`src/reset_timers_pkg.sv`:
```
// Shared constants and types for the brown-out and reset timer block
package reset_timers_pkg;
   localparam int CLOCK_PERIOD_NS = 20;
   // Shortest low-supply time that counts as a brown-out
   localparam int BROWNOUT_MIN_NS = 200;
   localparam int BROWNOUT_MIN_CYCLES = (BROWNOUT_MIN_NS + CLOCK_PERIOD_NS - 1) / CLOCK_PERIOD_NS;
   // Nominal power-up delay: 2048 internal RC periods of about 32 us
   localparam int POWERUP_DELAY_US = 65500;
   localparam int POWERUP_TICKS = 2048;
   localparam int POWERUP_WIDTH = 11;
   localparam int STARTUP_TICKS = 1024;
   localparam int STARTUP_WIDTH = 10;
   localparam int PLL_LOCK_MS = 2;
   localparam int PLL_LOCK_CYCLES = PLL_LOCK_MS * 1000000 / CLOCK_PERIOD_NS;
   localparam int PLL_WIDTH = 17;
   localparam int ADDR_W = 12;
   localparam logic [11:0] RESET_CONTROL_OFFSET = 12'h000;
   localparam logic [11:0] STATUS_OFFSET = 12'h004;
   localparam int SOFT_BROWNOUT_BIT = 6;
   localparam int POWERON_FLAG_BIT = 1;
   localparam int BROWNOUT_FLAG_BIT = 0;
   localparam int STATUS_RESET_BIT = 0;
   localparam int STATUS_DETECT_BIT = 1;
   localparam int STATUS_POWERUP_BIT = 2;
   localparam int STATUS_STARTUP_BIT = 3;
   localparam int STATUS_PLL_BIT = 4;
   localparam int STATUS_STABLE_BIT = 5;
   localparam logic SOFT_BROWNOUT_RESET = 1'b1;
   localparam logic POWERON_FLAG_RESET = 1'b0;
   localparam logic BROWNOUT_FLAG_RESET = 1'b0;
   localparam logic [1:0] BROWNOUT_OFF = 2'h0;
   localparam logic [1:0] BROWNOUT_SOFT = 2'h1;
   localparam logic [1:0] BROWNOUT_AWAKE = 2'h2;
   localparam logic [1:0] BROWNOUT_ALWAYS = 2'h3;
   localparam logic [1:0] OSC_RC = 2'h0;
   localparam logic [1:0] OSC_EXTERNAL = 2'h1;
   localparam logic [1:0] OSC_CRYSTAL = 2'h2;
   localparam logic [1:0] OSC_FAST_CRYSTAL = 2'h3;
   typedef enum logic [2:0] {sPowerOn, sBrownout, sPowerup, sOscStart, sPllLock, sRun} seq_state_t;
endpackage

```
`src/timer_if.sv`:
```
// Control and status bundle between the sequencer and one delay timer
`timescale 1ns/1ns
`default_nettype none
interface timer_if #(parameter int W = 11);
   logic clear;
   logic run;
   logic tick;
   logic [W-1:0] lastCount;
   logic done;
   logic busy;
   modport counter (input clear, input run, input tick, input lastCount, output done, output busy);
   modport owner (output clear, output run, output tick, output lastCount, input done, input busy);
endinterface
`default_nettype wire

```
`src/brownout_and_reset_timers.sv`:
```
// Brown-out control, reset status flags and the start-up delay chain
//
// Contract
// - Mode 00 disables brown-out entirely
// - Long low supply resets until supply recovers
// - Power-up delay runs after brown-out recovery
// - Dip during power-up delay restarts it
// - Brown-out and power-up delay configured separately
// - Mode 01: software bit switches detection
// - Software bit reads zero outside mode 01
// - Trip level comes only from configuration
// - Brown-out flag cleared on brown-out, and on power-on only while detection is enabled
// - Mode 10: detection off only in sleep
// - Mode 11: detection always on
// - Power-up delay counts 2048 RC periods
// - Active-low configuration bit enables power-up delay
// - Start-up timer counts 1024 oscillator edges
// - Start-up timer only crystal modes, power-on, wake
// - PLL lock delay follows start-up delay
// - Order: power-on clear, power-up, start-up
// - RC mode without power-up delay: none
// - Delays run under held reset pin
// - Power-up delay nominally 65.5 ms
// - Power-on flag cleared only by power-on; the code also clears it on a software write of zero to the control register
`timescale 1ns/1ns
`default_nettype none
module brownout_and_reset_timers
   import reset_timers_pkg::*;
#(
   parameter int PllLockCycles = PLL_LOCK_CYCLES
)
(
   input wire logic clock,
   input wire logic reset_n,
   input wire logic psel,
   input wire logic penable,
   input wire logic pwrite,
   input wire logic [ADDR_W-1:0] paddr,
   input wire logic [31:0] pwdata,
   output logic [31:0] prdata,
   output logic pready,
   output logic pslverr,
   input wire logic supplyBelowTrip,
   input wire logic powerOnPulse,
   input wire logic externalResetPin_n,
   input wire logic internalRcClock,
   input wire logic oscillatorInput,
   input wire logic sleepMode,
   input wire logic wakeFromManaged,
   input wire logic [1:0] brownoutModeSelect,
   input wire logic [1:0] brownoutThresholdSelect,
   input wire logic powerupTimerOff_n,
   input wire logic [1:0] oscMode,
   input wire logic pllEnable,
   output logic [1:0] brownoutTripVoltage,
   output logic brownoutDetectOn,
   output logic internalReset,
   output logic clockStable
);
   localparam int BELOW_W = $clog2(BROWNOUT_MIN_CYCLES + 1);

   logic [4:0] syncLevel, syncRise;
   logic belowSync, porLevel, pinLow, rcRise, oscRise;
   logic brownoutEnabled, brownoutTrip, crystalMode, pllOn, powerupOn;
   logic [BELOW_W-1:0] belowCnt_ff, nxt_belowCnt;
   seq_state_t state_ff, nxt_state;
   logic fromPor_ff, nxt_fromPor;
   logic wake_ff, nxt_wake;
   logic internalReset_ff, nxt_internalReset;
   logic clockStable_ff, nxt_clockStable;
   logic softEn_ff, nxt_softEn;
   logic porFlag_ff, nxt_porFlag;
   logic brownoutFlag_ff, nxt_brownoutFlag;
   logic [1:0] tripSel_ff, nxt_tripSel;
   logic detectOn_ff, nxt_detectOn;
   logic [31:0] prdata_ff, nxt_prdata;
   logic ctrlWrite;
   logic [31:0] readValue;

   timer_if #(.W(POWERUP_WIDTH)) powerupIf ();
   timer_if #(.W(STARTUP_WIDTH)) startupIf ();
   timer_if #(.W(PLL_WIDTH)) pllIf ();
   input_sync #(.N(5)) syncInputs
   (
      .clock(clock),
      .reset_n(reset_n),
      .async({supplyBelowTrip, !powerOnPulse, externalResetPin_n,
         internalRcClock, oscillatorInput}),
      .level(syncLevel),
      .rise(syncRise)
   );
   assign belowSync = syncLevel[4];
   // Cleared synchroniser flops read as power-on and pin low, so reset holds until they settle
   assign porLevel = !syncLevel[3];
   assign pinLow = !syncLevel[2];
   assign rcRise = syncRise[1];
   assign oscRise = syncRise[0];

   assign crystalMode = (oscMode == OSC_CRYSTAL) || (oscMode == OSC_FAST_CRYSTAL);
   assign pllOn = pllEnable && (oscMode != OSC_RC);
   // Read apart from the brown-out mode on purpose
   assign powerupOn = !powerupTimerOff_n;

   always_comb
   begin
      brownoutEnabled = 1'b0;
      unique case (brownoutModeSelect)
         BROWNOUT_OFF: brownoutEnabled = 1'b0;
         BROWNOUT_SOFT: brownoutEnabled = softEn_ff;
         BROWNOUT_AWAKE: brownoutEnabled = !sleepMode;
         BROWNOUT_ALWAYS: brownoutEnabled = 1'b1;
      endcase
   end

   // Brown-out qualification: the supply must stay low past the minimum time
   always_comb
   begin
      nxt_belowCnt = '0;
      if (brownoutEnabled && belowSync)
      begin
         if (belowCnt_ff == BELOW_W'(BROWNOUT_MIN_CYCLES))
            nxt_belowCnt = belowCnt_ff;
         else
            nxt_belowCnt = BELOW_W'(belowCnt_ff + 1'b1);
      end
   end

   always_ff @(posedge clock or negedge reset_n)
   begin
      if (!reset_n)
         belowCnt_ff <= '0;
      else
         belowCnt_ff <= nxt_belowCnt;
   end

   assign brownoutTrip = brownoutEnabled && belowSync &&
                         (belowCnt_ff == BELOW_W'(BROWNOUT_MIN_CYCLES));

   function automatic seq_state_t afterPowerup(input logic startupDue);
      seq_state_t s;
      s = sRun;
      if (startupDue && crystalMode)
         s = sOscStart;
      else if (startupDue && pllOn)
         s = sPllLock;
      return s;
   endfunction
   function automatic seq_state_t afterStartup();
      return pllOn ? sPllLock : sRun;
   endfunction

   // Sequencer: power-on and brown-out override every state
   always_comb
   begin
      nxt_state = state_ff;
      nxt_fromPor = fromPor_ff;
      nxt_wake = wake_ff;
      if (porLevel)
      begin
         nxt_state = sPowerOn;
         nxt_fromPor = 1'b1;
         nxt_wake = 1'b0;
      end
      else if (brownoutTrip)
      begin
         nxt_state = sBrownout;
         nxt_fromPor = 1'b0;
         nxt_wake = 1'b0;
      end
      else
      begin
         unique case (state_ff)
            sPowerOn: nxt_state = powerupOn ? sPowerup : afterPowerup(1'b1);
            sBrownout: nxt_state = powerupOn ? sPowerup : afterPowerup(fromPor_ff);
            sPowerup:
               if (powerupIf.done)
                  nxt_state = afterPowerup(fromPor_ff | wake_ff);
            sOscStart:
               if (startupIf.done)
                  nxt_state = afterStartup();
            sPllLock:
               if (pllIf.done)
                  nxt_state = sRun;
            sRun:
            begin
               nxt_wake = 1'b0;
               if (wakeFromManaged && (crystalMode || pllOn))
               begin
                  nxt_wake = 1'b1;
                  nxt_state = afterPowerup(1'b1);
               end
            end
         endcase
      end
      // A wake-up restart waits for the clock but does not reset the core
      nxt_internalReset = ((state_ff != sRun) && !wake_ff) || pinLow;
      nxt_clockStable = (state_ff == sRun);
   end

   always_ff @(posedge clock or negedge reset_n)
   begin
      if (!reset_n)
      begin
         state_ff <= sPowerOn;
         fromPor_ff <= 1'b1;
         wake_ff <= 1'b0;
         internalReset_ff <= 1'b1;
         clockStable_ff <= 1'b0;
      end
      else
      begin
         state_ff <= nxt_state;
         fromPor_ff <= nxt_fromPor;
         wake_ff <= nxt_wake;
         internalReset_ff <= nxt_internalReset;
         clockStable_ff <= nxt_clockStable;
      end
   end

   // Timers are held clear outside their own state, so any exit restarts them
   assign powerupIf.clear = (state_ff != sPowerup);
   assign powerupIf.run = (state_ff == sPowerup);
   assign powerupIf.tick = rcRise;
   assign powerupIf.lastCount = POWERUP_WIDTH'(POWERUP_TICKS - 1);
   assign startupIf.clear = (state_ff != sOscStart);
   assign startupIf.run = (state_ff == sOscStart);
   assign startupIf.tick = oscRise;
   assign startupIf.lastCount = STARTUP_WIDTH'(STARTUP_TICKS - 1);
   assign pllIf.clear = (state_ff != sPllLock);
   assign pllIf.run = (state_ff == sPllLock);
   assign pllIf.tick = 1'b1;
   assign pllIf.lastCount = PLL_WIDTH'(PllLockCycles - 1);

   tick_timer #(.W(POWERUP_WIDTH)) powerupTimer
   (
      .clock(clock),
      .reset_n(reset_n),
      .tmr(powerupIf)
   );
   tick_timer #(.W(STARTUP_WIDTH)) oscillatorStartupTimer
   (
      .clock(clock),
      .reset_n(reset_n),
      .tmr(startupIf)
   );
   tick_timer #(.W(PLL_WIDTH)) pllLockDelay
   (
      .clock(clock),
      .reset_n(reset_n),
      .tmr(pllIf)
   );

   function automatic logic isMapped(input logic [ADDR_W-1:0] a);
      return (a == RESET_CONTROL_OFFSET) || (a == STATUS_OFFSET);
   endfunction

   assign ctrlWrite = psel && penable && pwrite && (paddr == RESET_CONTROL_OFFSET);

   always_comb
   begin
      readValue = '0;
      if (paddr == RESET_CONTROL_OFFSET)
      begin
         readValue[SOFT_BROWNOUT_BIT] = (brownoutModeSelect == BROWNOUT_SOFT) && softEn_ff;
         readValue[POWERON_FLAG_BIT] = porFlag_ff;
         readValue[BROWNOUT_FLAG_BIT] = brownoutFlag_ff;
      end
      else if (paddr == STATUS_OFFSET)
      begin
         readValue[STATUS_RESET_BIT] = internalReset_ff;
         readValue[STATUS_DETECT_BIT] = brownoutEnabled;
         readValue[STATUS_POWERUP_BIT] = powerupIf.busy;
         readValue[STATUS_STARTUP_BIT] = startupIf.busy;
         readValue[STATUS_PLL_BIT] = pllIf.busy;
         readValue[STATUS_STABLE_BIT] = clockStable_ff;
      end
   end

   // Register file; hardware clears beat a software write in the same cycle
   always_comb
   begin
      nxt_softEn = softEn_ff;
      nxt_porFlag = porFlag_ff;
      nxt_brownoutFlag = brownoutFlag_ff;
      nxt_prdata = prdata_ff;
      if (ctrlWrite)
      begin
         nxt_softEn = pwdata[SOFT_BROWNOUT_BIT];
         nxt_porFlag = pwdata[POWERON_FLAG_BIT];
         nxt_brownoutFlag = pwdata[BROWNOUT_FLAG_BIT];
      end
      if (porLevel)
      begin
         nxt_softEn = SOFT_BROWNOUT_RESET;
         nxt_porFlag = 1'b0;
      end
      if (brownoutEnabled && (porLevel || brownoutTrip))
         nxt_brownoutFlag = 1'b0;
      if (psel && !penable && !pwrite)
         nxt_prdata = readValue;
      // Trip select is copied from configuration only; software has no path to it
      nxt_tripSel = brownoutThresholdSelect;
      nxt_detectOn = brownoutEnabled;
   end

   always_ff @(posedge clock or negedge reset_n)
   begin
      if (!reset_n)
      begin
         softEn_ff <= SOFT_BROWNOUT_RESET;
         porFlag_ff <= POWERON_FLAG_RESET;
         brownoutFlag_ff <= BROWNOUT_FLAG_RESET;
         prdata_ff <= '0;
         tripSel_ff <= '0;
         detectOn_ff <= 1'b0;
      end
      else
      begin
         softEn_ff <= nxt_softEn;
         porFlag_ff <= nxt_porFlag;
         brownoutFlag_ff <= nxt_brownoutFlag;
         prdata_ff <= nxt_prdata;
         tripSel_ff <= nxt_tripSel;
         detectOn_ff <= nxt_detectOn;
      end
   end

   assign prdata = prdata_ff;
   assign pready = 1'b1;
   assign pslverr = psel && penable && !isMapped(paddr);
   assign brownoutTripVoltage = tripSel_ff;
   assign brownoutDetectOn = detectOn_ff;
   assign internalReset = internalReset_ff;
   assign clockStable = clockStable_ff;
endmodule
`default_nettype wire

```
`src/input_sync.sv`:
```
// Two-flop synchroniser for a vector of asynchronous inputs with rise detect
`timescale 1ns/1ns
`default_nettype none
module input_sync #(parameter int N = 5)
(
   input wire logic clock,
   input wire logic reset_n,
   input wire logic [N-1:0] async,
   output logic [N-1:0] level,
   output logic [N-1:0] rise
);
   logic [N-1:0] stage1_ff, stage2_ff, stage3_ff;
   logic [N-1:0] nxt_stage1, nxt_stage2, nxt_stage3;

   always_comb
   begin
      nxt_stage1 = async;
      nxt_stage2 = stage1_ff;
      nxt_stage3 = stage2_ff;
   end

   always_ff @(posedge clock or negedge reset_n)
   begin
      if (!reset_n)
      begin
         stage1_ff <= '0;
         stage2_ff <= '0;
         stage3_ff <= '0;
      end
      else
      begin
         stage1_ff <= nxt_stage1;
         stage2_ff <= nxt_stage2;
         stage3_ff <= nxt_stage3;
      end
   end

   // Only the second and third stages feed logic
   assign level = stage2_ff;
   assign rise = stage2_ff & ~stage3_ff;
endmodule
`default_nettype wire

```
`src/tick_timer.sv`:
```
// Delay timer that counts tick pulses up to a terminal count
`timescale 1ns/1ns
`default_nettype none
module tick_timer #(parameter int W = 11)
(
   input wire logic clock,
   input wire logic reset_n,
   timer_if.counter tmr
);
   logic [W-1:0] count_ff, nxt_count;
   logic done_ff, nxt_done;

   always_comb
   begin
      nxt_count = count_ff;
      nxt_done = done_ff;
      if (tmr.clear)
      begin
         nxt_count = '0;
         nxt_done = 1'b0;
      end
      else if (tmr.run && !done_ff && tmr.tick)
      begin
         if (count_ff == tmr.lastCount)
            nxt_done = 1'b1;
         else
            nxt_count = W'(count_ff + 1'b1);
      end
   end

   always_ff @(posedge clock or negedge reset_n)
   begin
      if (!reset_n)
      begin
         count_ff <= '0;
         done_ff <= 1'b0;
      end
      else
      begin
         count_ff <= nxt_count;
         done_ff <= nxt_done;
      end
   end

   assign tmr.done = done_ff;
   assign tmr.busy = tmr.run && !done_ff;
endmodule
`default_nettype wire

```
`config.mk`:
```
export PLATFORM = sky130hd
export DESIGN_NAME = brownout_and_reset_timers
export DESIGN_NICKNAME = d
export VERILOG_FILES = /design/src/reset_timers_pkg.sv /design/src/timer_if.sv /design/src/brownout_and_reset_timers.sv /design/src/input_sync.sv /design/src/tick_timer.sv
export SDC_FILE = /design/constraint.sdc
export NUM_CORES = 1
export LEC_CHECK = 0
export ABC_AREA = 1
export BUFFER_PORTS_ARGS = -buffer_cell sky130_fd_sc_hd__buf_2
export CAP_MARGIN = 20
export CORE_UTILIZATION = 58
export DETAILED_ROUTE_END_ITERATION = 6
export PLACE_DENSITY_LB_ADDON = 0.05
export SYNTH_ARGS = -nofsm -noshare
export SYNTH_HDL_FRONTEND = slang
export SYNTH_SLANG_ARGS = --single-unit
```
`constraint.sdc`:
```
create_clock -name clock -period 2.7 [get_ports clock]
set_input_delay 0.405 -clock clock [delete_from_list [all_inputs] [get_ports clock]]
set_output_delay 0.405 -clock clock [all_outputs]
set_load 0.02 [all_outputs]
```
==> results of run 1 <==
routing by layer:
| layer | wire length [um] | part of all wire, % |
|---|---|---|
| met5 | 0 | 0 |
| met3 | 459 | 5.5 |
| met1 | 3910 | 47 |
| met2 | 3810 | 46 |
| met4 | 105 | 1.3 |
per-stage QoR:
step	cells	area (um^2)
2_1_floorplan	595	4410
3_3_place_gp	710	4550
3_5_place_dp	710	4550
4_1_cts	726	4780
5_1_grt	726	4780
6_report	726	4780
kinds of logic after synthesis:
| group | count (synthesis) | share of synthesized area [%] |
|---|---|---|
| adder cells (fa/ha/maj) | 5 | 1.45 |
| AND/OR/NAND/NOR | 326 | 32.2 |
| XOR/XNOR | 22 | 4.46 |
| other | 2 | 0.174 |
| buffers and inverters | 96 | 10.9 |
| AO/OA/AOI/OAI | 43 | 6.09 |
| flip-flops | 77 | 44.7 |
synthesized netlist by cell type (all sizes together):
| cell | instances | area [um^2] |
|---|---|---|
| a31o | 1 | 8.76 |
| ha | 5 | 62.6 |
| o21ai | 29 | 171 |
| a21oi | 5 | 25.0 |
| nor3 | 9 | 45.0 |
| nand4 | 13 | 81.3 |
| conb | 2 | 7.51 |
| clkbuf | 2 | 7.51 |
| and2 | 1 | 6.26 |
| o21bai | 1 | 7.51 |
| nor2 | 82 | 342 |
| nand2 | 173 | 674 |
| dfstp | 3 | 78.8 |
| inv | 64 | 240 |
| nand3 | 46 | 230 |
| xor2 | 20 | 175 |
| a211oi | 1 | 7.51 |
| buf | 30 | 221 |
| xnor2 | 2 | 17.5 |
| or2 | 2 | 12.5 |
| dfrtp | 74 | 1850 |
| o31ai | 4 | 30.0 |
| o22ai | 2 | 12.5 |
power groups by stage:
stage	Clock (uW)	Sequential [uW]	Combinational (uW)
floorplan	0	1270	398
finish	1050	1250	518
global route	1110	1250	590
global placement	0	1270	513
detailed placement	0	1270	522
CTS	1070	1250	523
worst register-to-register path, cell delays in order (launching register included):
cell	delay, ns
dfrtp_1	0.43
ha_1	0.27
nand3_1	0.14
nor2_1	0.23
nand4_1	0.14
nand2_1	0.10
nand2_1	0.16
inv_1	0.24
o21ai_0	0.13
state kept, by name, summed over array words and instances (netlist names), 2 cells and up:
signal / cells
state_ff: 3
powerupTimer.count_ff: 11
brownoutTripVoltage: 2
prdata: 7
oscillatorStartupTimer.count_ff: 10
syncInputs.nxt_stage2: 5
syncInputs.level: 5
pllLockDelay.count_ff: 17
belowCnt_ff: 4
syncInputs.stage3_ff: 2
layout make-up:
cell class / instances / area [um^2]
Tap cell: 99 / 124
Timing Repair Buffer: 48 / 245
Sequential cell: 77 / 1930
Clock inverter: 6 / 109
Inverter: 64 / 240
Clock buffer: 10 / 128
Multi-Input combinational cell: 422 / 2010
Fill cell: 645 / 2430
path summary, 6_finish.rpt:
path | from | to | slack, ns | cells after the start
setup / recovery | powerupTimer.count_ff[0] | powerupTimer.count_ff[7] | 0.73 | 8
hold / removal | brownoutThresholdSelect[0] | brownoutTripVoltage[0] | 0.15 | 1
setup reg to reg | powerupTimer.count_ff[0] | powerupTimer.count_ff[7] | 0.73 | 8
hold reg to reg | syncInputs.nxt_stage2[1] | syncInputs.level[1] | 0.35 | 0
max in group asynchronous | reset_n | pllLockDelay.count_ff[16] | 1.91 | 1
min in group asynchronous | reset_n | oscillatorStartupTimer.count_ff[6] | 0.18 | 1
==> summary.txt, run 1 <==
Die
  – Die Height: about 88 um
  – Initial Util: about 60%
  – Die area: 7790 um^2
  – Core ar.: between 7000 and 8000 um^2
  – Ports: between 100 and 150
  – Die width: roughly 88 um
  – FP Rows: 31

Power and ir drop
  – Seq pwr share: roughly 44%
  – Power share of the clock group: between 30% and 40%
  – Power share of the combinational group: 18.4%
  – Pint: 1960 uW
  – Switching share of power: between 30% and 40%
  – Pwr Density: a little under 600 nW/um^2
  – Peak supply drop: 0.330 mV
  – Switching component of the power: between 800 and 900 uW
  – Total power: about 2800 uW
  – Pleak: around 0.0025 uW

Clock tree
  – Total CTS buffers: 9
  – Max Buffers Root-to-Sink: 2
  – Post-CTS Setup Inserts: 0
  – Worst-Skew Late Latency: roughly 0.35 ns
  – H-tree depth: 3
  – CTS tree: done
  – Clock sink count: 77
  – Cts repair resizes: 0
  – CTS clk-pin slew, worst paths: approximately 0.09 ns
  – Hold_buf cts: 0
  – Clock root buffer: clkbuf_8

STA
  – Final Cycle Share: between 70 and 80%
  – Post-route minimum period: approximately 2.0 ns
  – Hold Vio Cnt, Final: 0
  – Count of pins over their slew limit: 0
  – RSZ-0062 raised after global routing: false
  – Actual slew at the worst max-slew pin: approximately 0.93 ns
  – Rel. slew slack: around 38%
  – Final hold slack: 0.151 ns
  – Clock skew: 0.00988 ns
  – Worst Setup Slack, final: between 0.7 and 0.8 ns
  – Setup TNS: 0 ns
  – Final setup vio count: 0
  – F_max: approximately 0.51 GHz

Min path
  – Hold Crit Class: in2reg

Final layout
  – Layout Utilization: 66.3%
  – Most common cell after layout, fill and taps aside: nand2_1
  – Nets: a little under 700
  – Commonest non-fill, non-tap cells in the layout: nand2_1, nor2_1, dfrtp_1
  – Area growth from synthesis to layout: 10.8%
  – Share of layout cells above drive strength 1: 14.0%
  – Ant diodes: 0

Setup path
  – Buf/Inv on CP: 1
  – Crit path largest cell delay: around 0.43 ns
  – CP Data Required Time: between 2 and 3 ns
  – Crit path capture type: flop
  – Critical Path Start Type: flop
  – Family with the most delay on the worst path: simple AND/OR/NAND/NOR gates
  – Cell with the biggest individual delay on the critical path: dfrtp_1
  – Crit path cell chain: ha_1 > nand3_1 > nor2_1 > nand4_1 > nand2_1 > nand2_1 > inv_1 > o21ai_0
  – Critical path type: reg2reg
  – CP arrival: roughly 2.2 ns
  – Cell mode on critical path: nand2_1
  – Crit path max fanout: 9

Route
  – Via count: approximately 3600
  – Residual DRC count: 0
  – Drt wl/cell: between 10 and 15 um
  – Post-DR vias/cell: 4.92
  – ANT nets after route: 0
  – Iteration-0 DRC count of the detailed router: roughly 160
  – Router iterations before antenna repair: 5
  – Routed WL: around 8300 um

Synthesis
  – Post-synthesis area per instance: between 7 and 8 um^2
  – Mapped cell area: 4320 um^2
  – Synthesized instance count: ~570
  – Synth warnings: 0
  – Post-synthesis sequential area ratio: 44.7%
  – Seq cells post-synth: between 70 and 80
  – Yosys cell types: 33

Global routing
  – Met2 Use GR: between 30% and 40%
  – Met3 usage: under 10%
  – Vias in the first global route: 3129
  – Antenna violations before repair: 0
  – GR Util met1: slightly below 30%
  – Grt ovf: 0
  – Global-route wire length before repair: about 14000 um
  – Largest net degree at the start of global routing: between 70 and 80
  – Total track usage: between 20% and 30%
  – GRT busiest layer: met2

Flow run
  – Max-Cap Viols: 0

Placement
  – Worst slack at placement: between 0.7 and 0.8 ns
  – Final RePlAce weighted congestion: around 0.88
  – PortBufs: between 40 and 50
  – Hpwl dp: between 5000 and 6000 um

Run status
  – Status: complete, no violations
No activity file was read; power rests on OpenSTA's default activity.
==> run 2, diff against run 1 <==
Settings changed: ABC_AREA 1 to 0, CORE_UTILIZATION 58 to 48.
Clock period 2.7 ns to 1.77 ns, I/O delays scaled along.
==> run 2 against run 1 <==
Clock skew decreased by 0.0014 ns. Utilization decreased by 8.4 points. Global-route usage decreased by 4.2 points. Setup slack got worse by 0.63 ns. Cell area fell by 5.9%. Routed wire length shrank 15%. Largest cell class is now registers.
==> summary.txt, run 2 <==
Clock tree
  – Clock root buffer: clkbuf_8
  – Worst-Skew Late Latency: 0.35 ns (about the same)
  – Max Buffers Root-to-Sink: 2 (unchanged)
  – CTS clk-pin slew, worst paths: 0.08 ns (about the same)
  – H-tree depth: 3 (unchanged)
  – Clock sink count: 77 (unchanged)
  – Post-CTS Setup Inserts: 0 (unchanged)
  – CTS tree: done
  – Total CTS buffers: 9 (unchanged)

Setup path
  – Crit path capture type: flop
  – Reg2reg start: pllLockDelay.count_ff[13]
  – Critical Path Start Type: flop
  – Crit path max fanout: 7 (-2)
  – CP arrival: 1.93 ns (-0.26 ns)
  – Critical path type: reg2reg
  – Critical Path Start: pllLockDelay.count_ff[13]
  – CP Data Required Time: 2.03 ns (-0.89 ns)

Final layout
  – Ant diodes: 0 (unchanged)
  – Filler cells: 697 (+8.1%)
  – Largest regs: pllLockDelay.count_ff x17, powerupTimer.count_ff x11, oscillatorStartupTimer.count_ff x10
  – Most common cell after layout, fill and taps aside: dfrtp_1
  – Nets: 518 (-25%)
  – Share of layout cells above drive strength 1: 21.8% (+7.8 points)
  – Commonest non-fill, non-tap cells in the layout: dfrtp_1, nor2_1, buf_2
  – Max reg flops: 17 (unchanged)
  – Biggest register: pllLockDelay.count_ff
  – Layout Utilization: 57.9% (-8.4 points)
  – Area growth from synthesis to layout: 15.7%
  – Layout Cells excl Fill: 556 (-23%)

Route
  – Drt wl/cell: 12.7 um (+11%)
  – Routed WL: 7040 um (-15%)
  – ANT nets after route: 0 (unchanged)
  – Residual DRC count: 0 (unchanged)
  – Post-DR vias/cell: 5.05 (+2.7%)
  – Router iterations before antenna repair: 4 (-1)
  – Iteration-0 DRC count of the detailed router: 70 (-57%)
  – Via count: 2808 (-21%)

Synthesis
  – Most frequent cell after synthesis: dfrtp_1
  – Post-synth EDFFs: 0 (unchanged)
  – Ys async rst share: 100% (unchanged)
  – Synth top area share: 47.6% (+4.7 points)
  – Top FF cell, synth: dfrtp_1
  – Synthesized instance count: 391 (-32%)
  – Top cells by area, synth: dfrtp_1, nor2_1, buf_4
  – Mapped cell area: 3890 um^2 (-9.9%)
  – Synth cell count leaders: dfrtp_1, nor2_1, nand2_1
  – Synth area leader: dfrtp_1
  – Yosys cell types: 54 (+64%)
  – Post-synthesis sequential area ratio: 49.7% (+4.9 points)
  – Seq cells post-synth: 77 (unchanged)
  – Post-synthesis area per instance: 9.94 um^2 (+32%)
  – Synth warnings: 0 (unchanged)

STA
  – Hold Vio Cnt, Final: 0 (unchanged)
  – Setup TNS: 0 ns (unchanged)
  – Final setup vio count: 0 (unchanged)
  – Final Cycle Share: 94.7% (+22 points)
  – F_max: 0.597 GHz (+18%)
  – Count of pins over their slew limit: 0 (unchanged)
  – Post-route minimum period: 1.68 ns (-0.296 ns)
  – RSZ-0062 raised after global routing: false
  – Clock skew: 0.00853 ns (-0.00136 ns)
  – Final hold slack: 0.0219 ns (-0.129 ns)

Global routing
  – Total track usage: 18.4% (-4.2 points)
  – Global-route wire length before repair: 12200 um (-9.5%)
  – Antenna violations before repair: 0 (unchanged)
  – Largest net degree at the start of global routing: 78 (unchanged)
  – Vias in the first global route: 2662 (-15%)
  – Grt ovf: 0 (unchanged)

Power and ir drop
  – Switching share of power: 26.3% (-4.1 points)
  – Pleak: 0.00207 uW (-16%)
  – Power share of the combinational group: 15.2% (-3.2 points)
  – Seq pwr share: 44.4% (about the same)
  – Peak supply drop: 0.481 mV (+46%)
  – Switching component of the power: 1150 uW (+34%)
  – Pwr Density: 969 nW/um^2 (+65%)
  – Power share of the clock group: 40.4% (+3.1 points)
  – Pint: 3210 uW (+64%)

Min path
  – Hold Crit Class: in2reg
  – Hold Startpoint: brownoutThresholdSelect[0]

Placement
  – PortBufs: 47 (unchanged)
  – Cell count after placement: 539 (-24%)
  – Hpwl dp: 4850 um (-19%)
  – Final RePlAce weighted congestion: 0.772 (-12%)

Die
  – Core ar.: 7770 um^2 (+7.7%)
  – Ports: 103 (unchanged)
  – FP Rows: 32 (+3.2%)
  – Die width: 92.0 um (+4.2%)
  – Die area: 8460 um^2 (+8.6%)
  – Initial Util: 50.0% (-9.8 points)
  – Die Height: 92.0 um (+4.2%)

Run status
  – Status: complete, no violations

Flow run
  – Max-Cap Viols: 0 (unchanged)
[run 2: changes by cell type after synthesis, sizes merged, moves of 6 or more]
cell,change
a21oi,+9
nand2,-141
nand3,-27
or3,+6
inv,-52
mux2i,+8
o21ai,-13
and3,+7
nor2,-27
[run 2: power by group through the flow]
stage / clock, uW / sequential [uW] / combinational [uW]
floorplan: 0 / 1920 / 534
global placement: 0 / 1960 / 654
detailed placement: 0 / 1960 / 662
CTS: 1800 / 1930 / 668
global route: 1880 / 1950 / 759
finish: 1760 / 1930 / 663
[run 2: critical path: stages (launching register included)]
cell and delay, ns:
dfrtp_1 0.45, nor4b_4 0.37, nand4_4 0.21, o21a_4 0.29, a311oi_2 0.26
[run 2: final timing paths]
kind | slack [ns] | cells after the start | to
setup / recovery | 0.09 | 4 | pllLockDelay.count_ff[3]
hold / removal | 0.02 | 1 | brownoutTripVoltage[0]
setup reg to reg | 0.09 | 4 | pllLockDelay.count_ff[3]
hold reg to reg | 0.35 | 0 | syncInputs.level[0]
max in group asynchronous | 0.94 | 3 | fromPor_ff
min in group asynchronous | 0.47 | 3 | powerupTimer.count_ff[8]
[run 2: metal layers]
layer | GRT usage [%] | wire [um]
met1 | 24.1 | 3370
met2 | 29.5 | 3370
met3 | 3.57 | 208
met4 | 7.94 | 97
met5 | 0 | 0
[run 2: layout make-up]
cell class                 instances  area, um^2  area share [%]
clock buffer                      10         138            3.06
timing repair buffer              60         350            7.79
clock inverter                     6         134            2.98
multi-input combinational        289        1770            39.4
inverter                          12        45.0            1.00
tap                              102         128            2.84
sequential                        77        1930            43.0
[run 2: logic make-up (layout without fill, tap and decap cells)]
group | after synthesis | count (layout) | share of synthesized area, %
AOI/OAI and AO/OA | 50 | 50 | 8.37
other | 2 | 26 | 0.193
adders and majority gates | 5 | 5 | 1.61
xor gates and xnor gates | 26 | 26 | 5.86
buffers and inverters | 49 | 88 | 7.63
and+or+nand+nor | 173 | 173 | 24.3
muxes | 9 | 9 | 2.35
DFF | 77 | 77 | 49.7
[run 2: per-stage QoR]
step | setup WS, ns | power [uW] | cell area (um^2)
4_1_cts | 0.0627 | 4400 | 4480
6_report | 0.0941 | 4360 | 4500
3_3_place_gp | 0.121 | 2620 | 4190
5_1_grt | 0.00441 | 4590 | 4500
3_5_place_dp | 0.112 | 2630 | 4190
2_1_floorplan | 0.200 | 2460 | 3980
[run 2: timing repair]
item / in CTS / in global routing
hold buffers: 1 / 0
gates resized for setup: 0 / 7
hold endpoints to repair: 74 / 0
endpoints found under the setup margin: 0 / 10
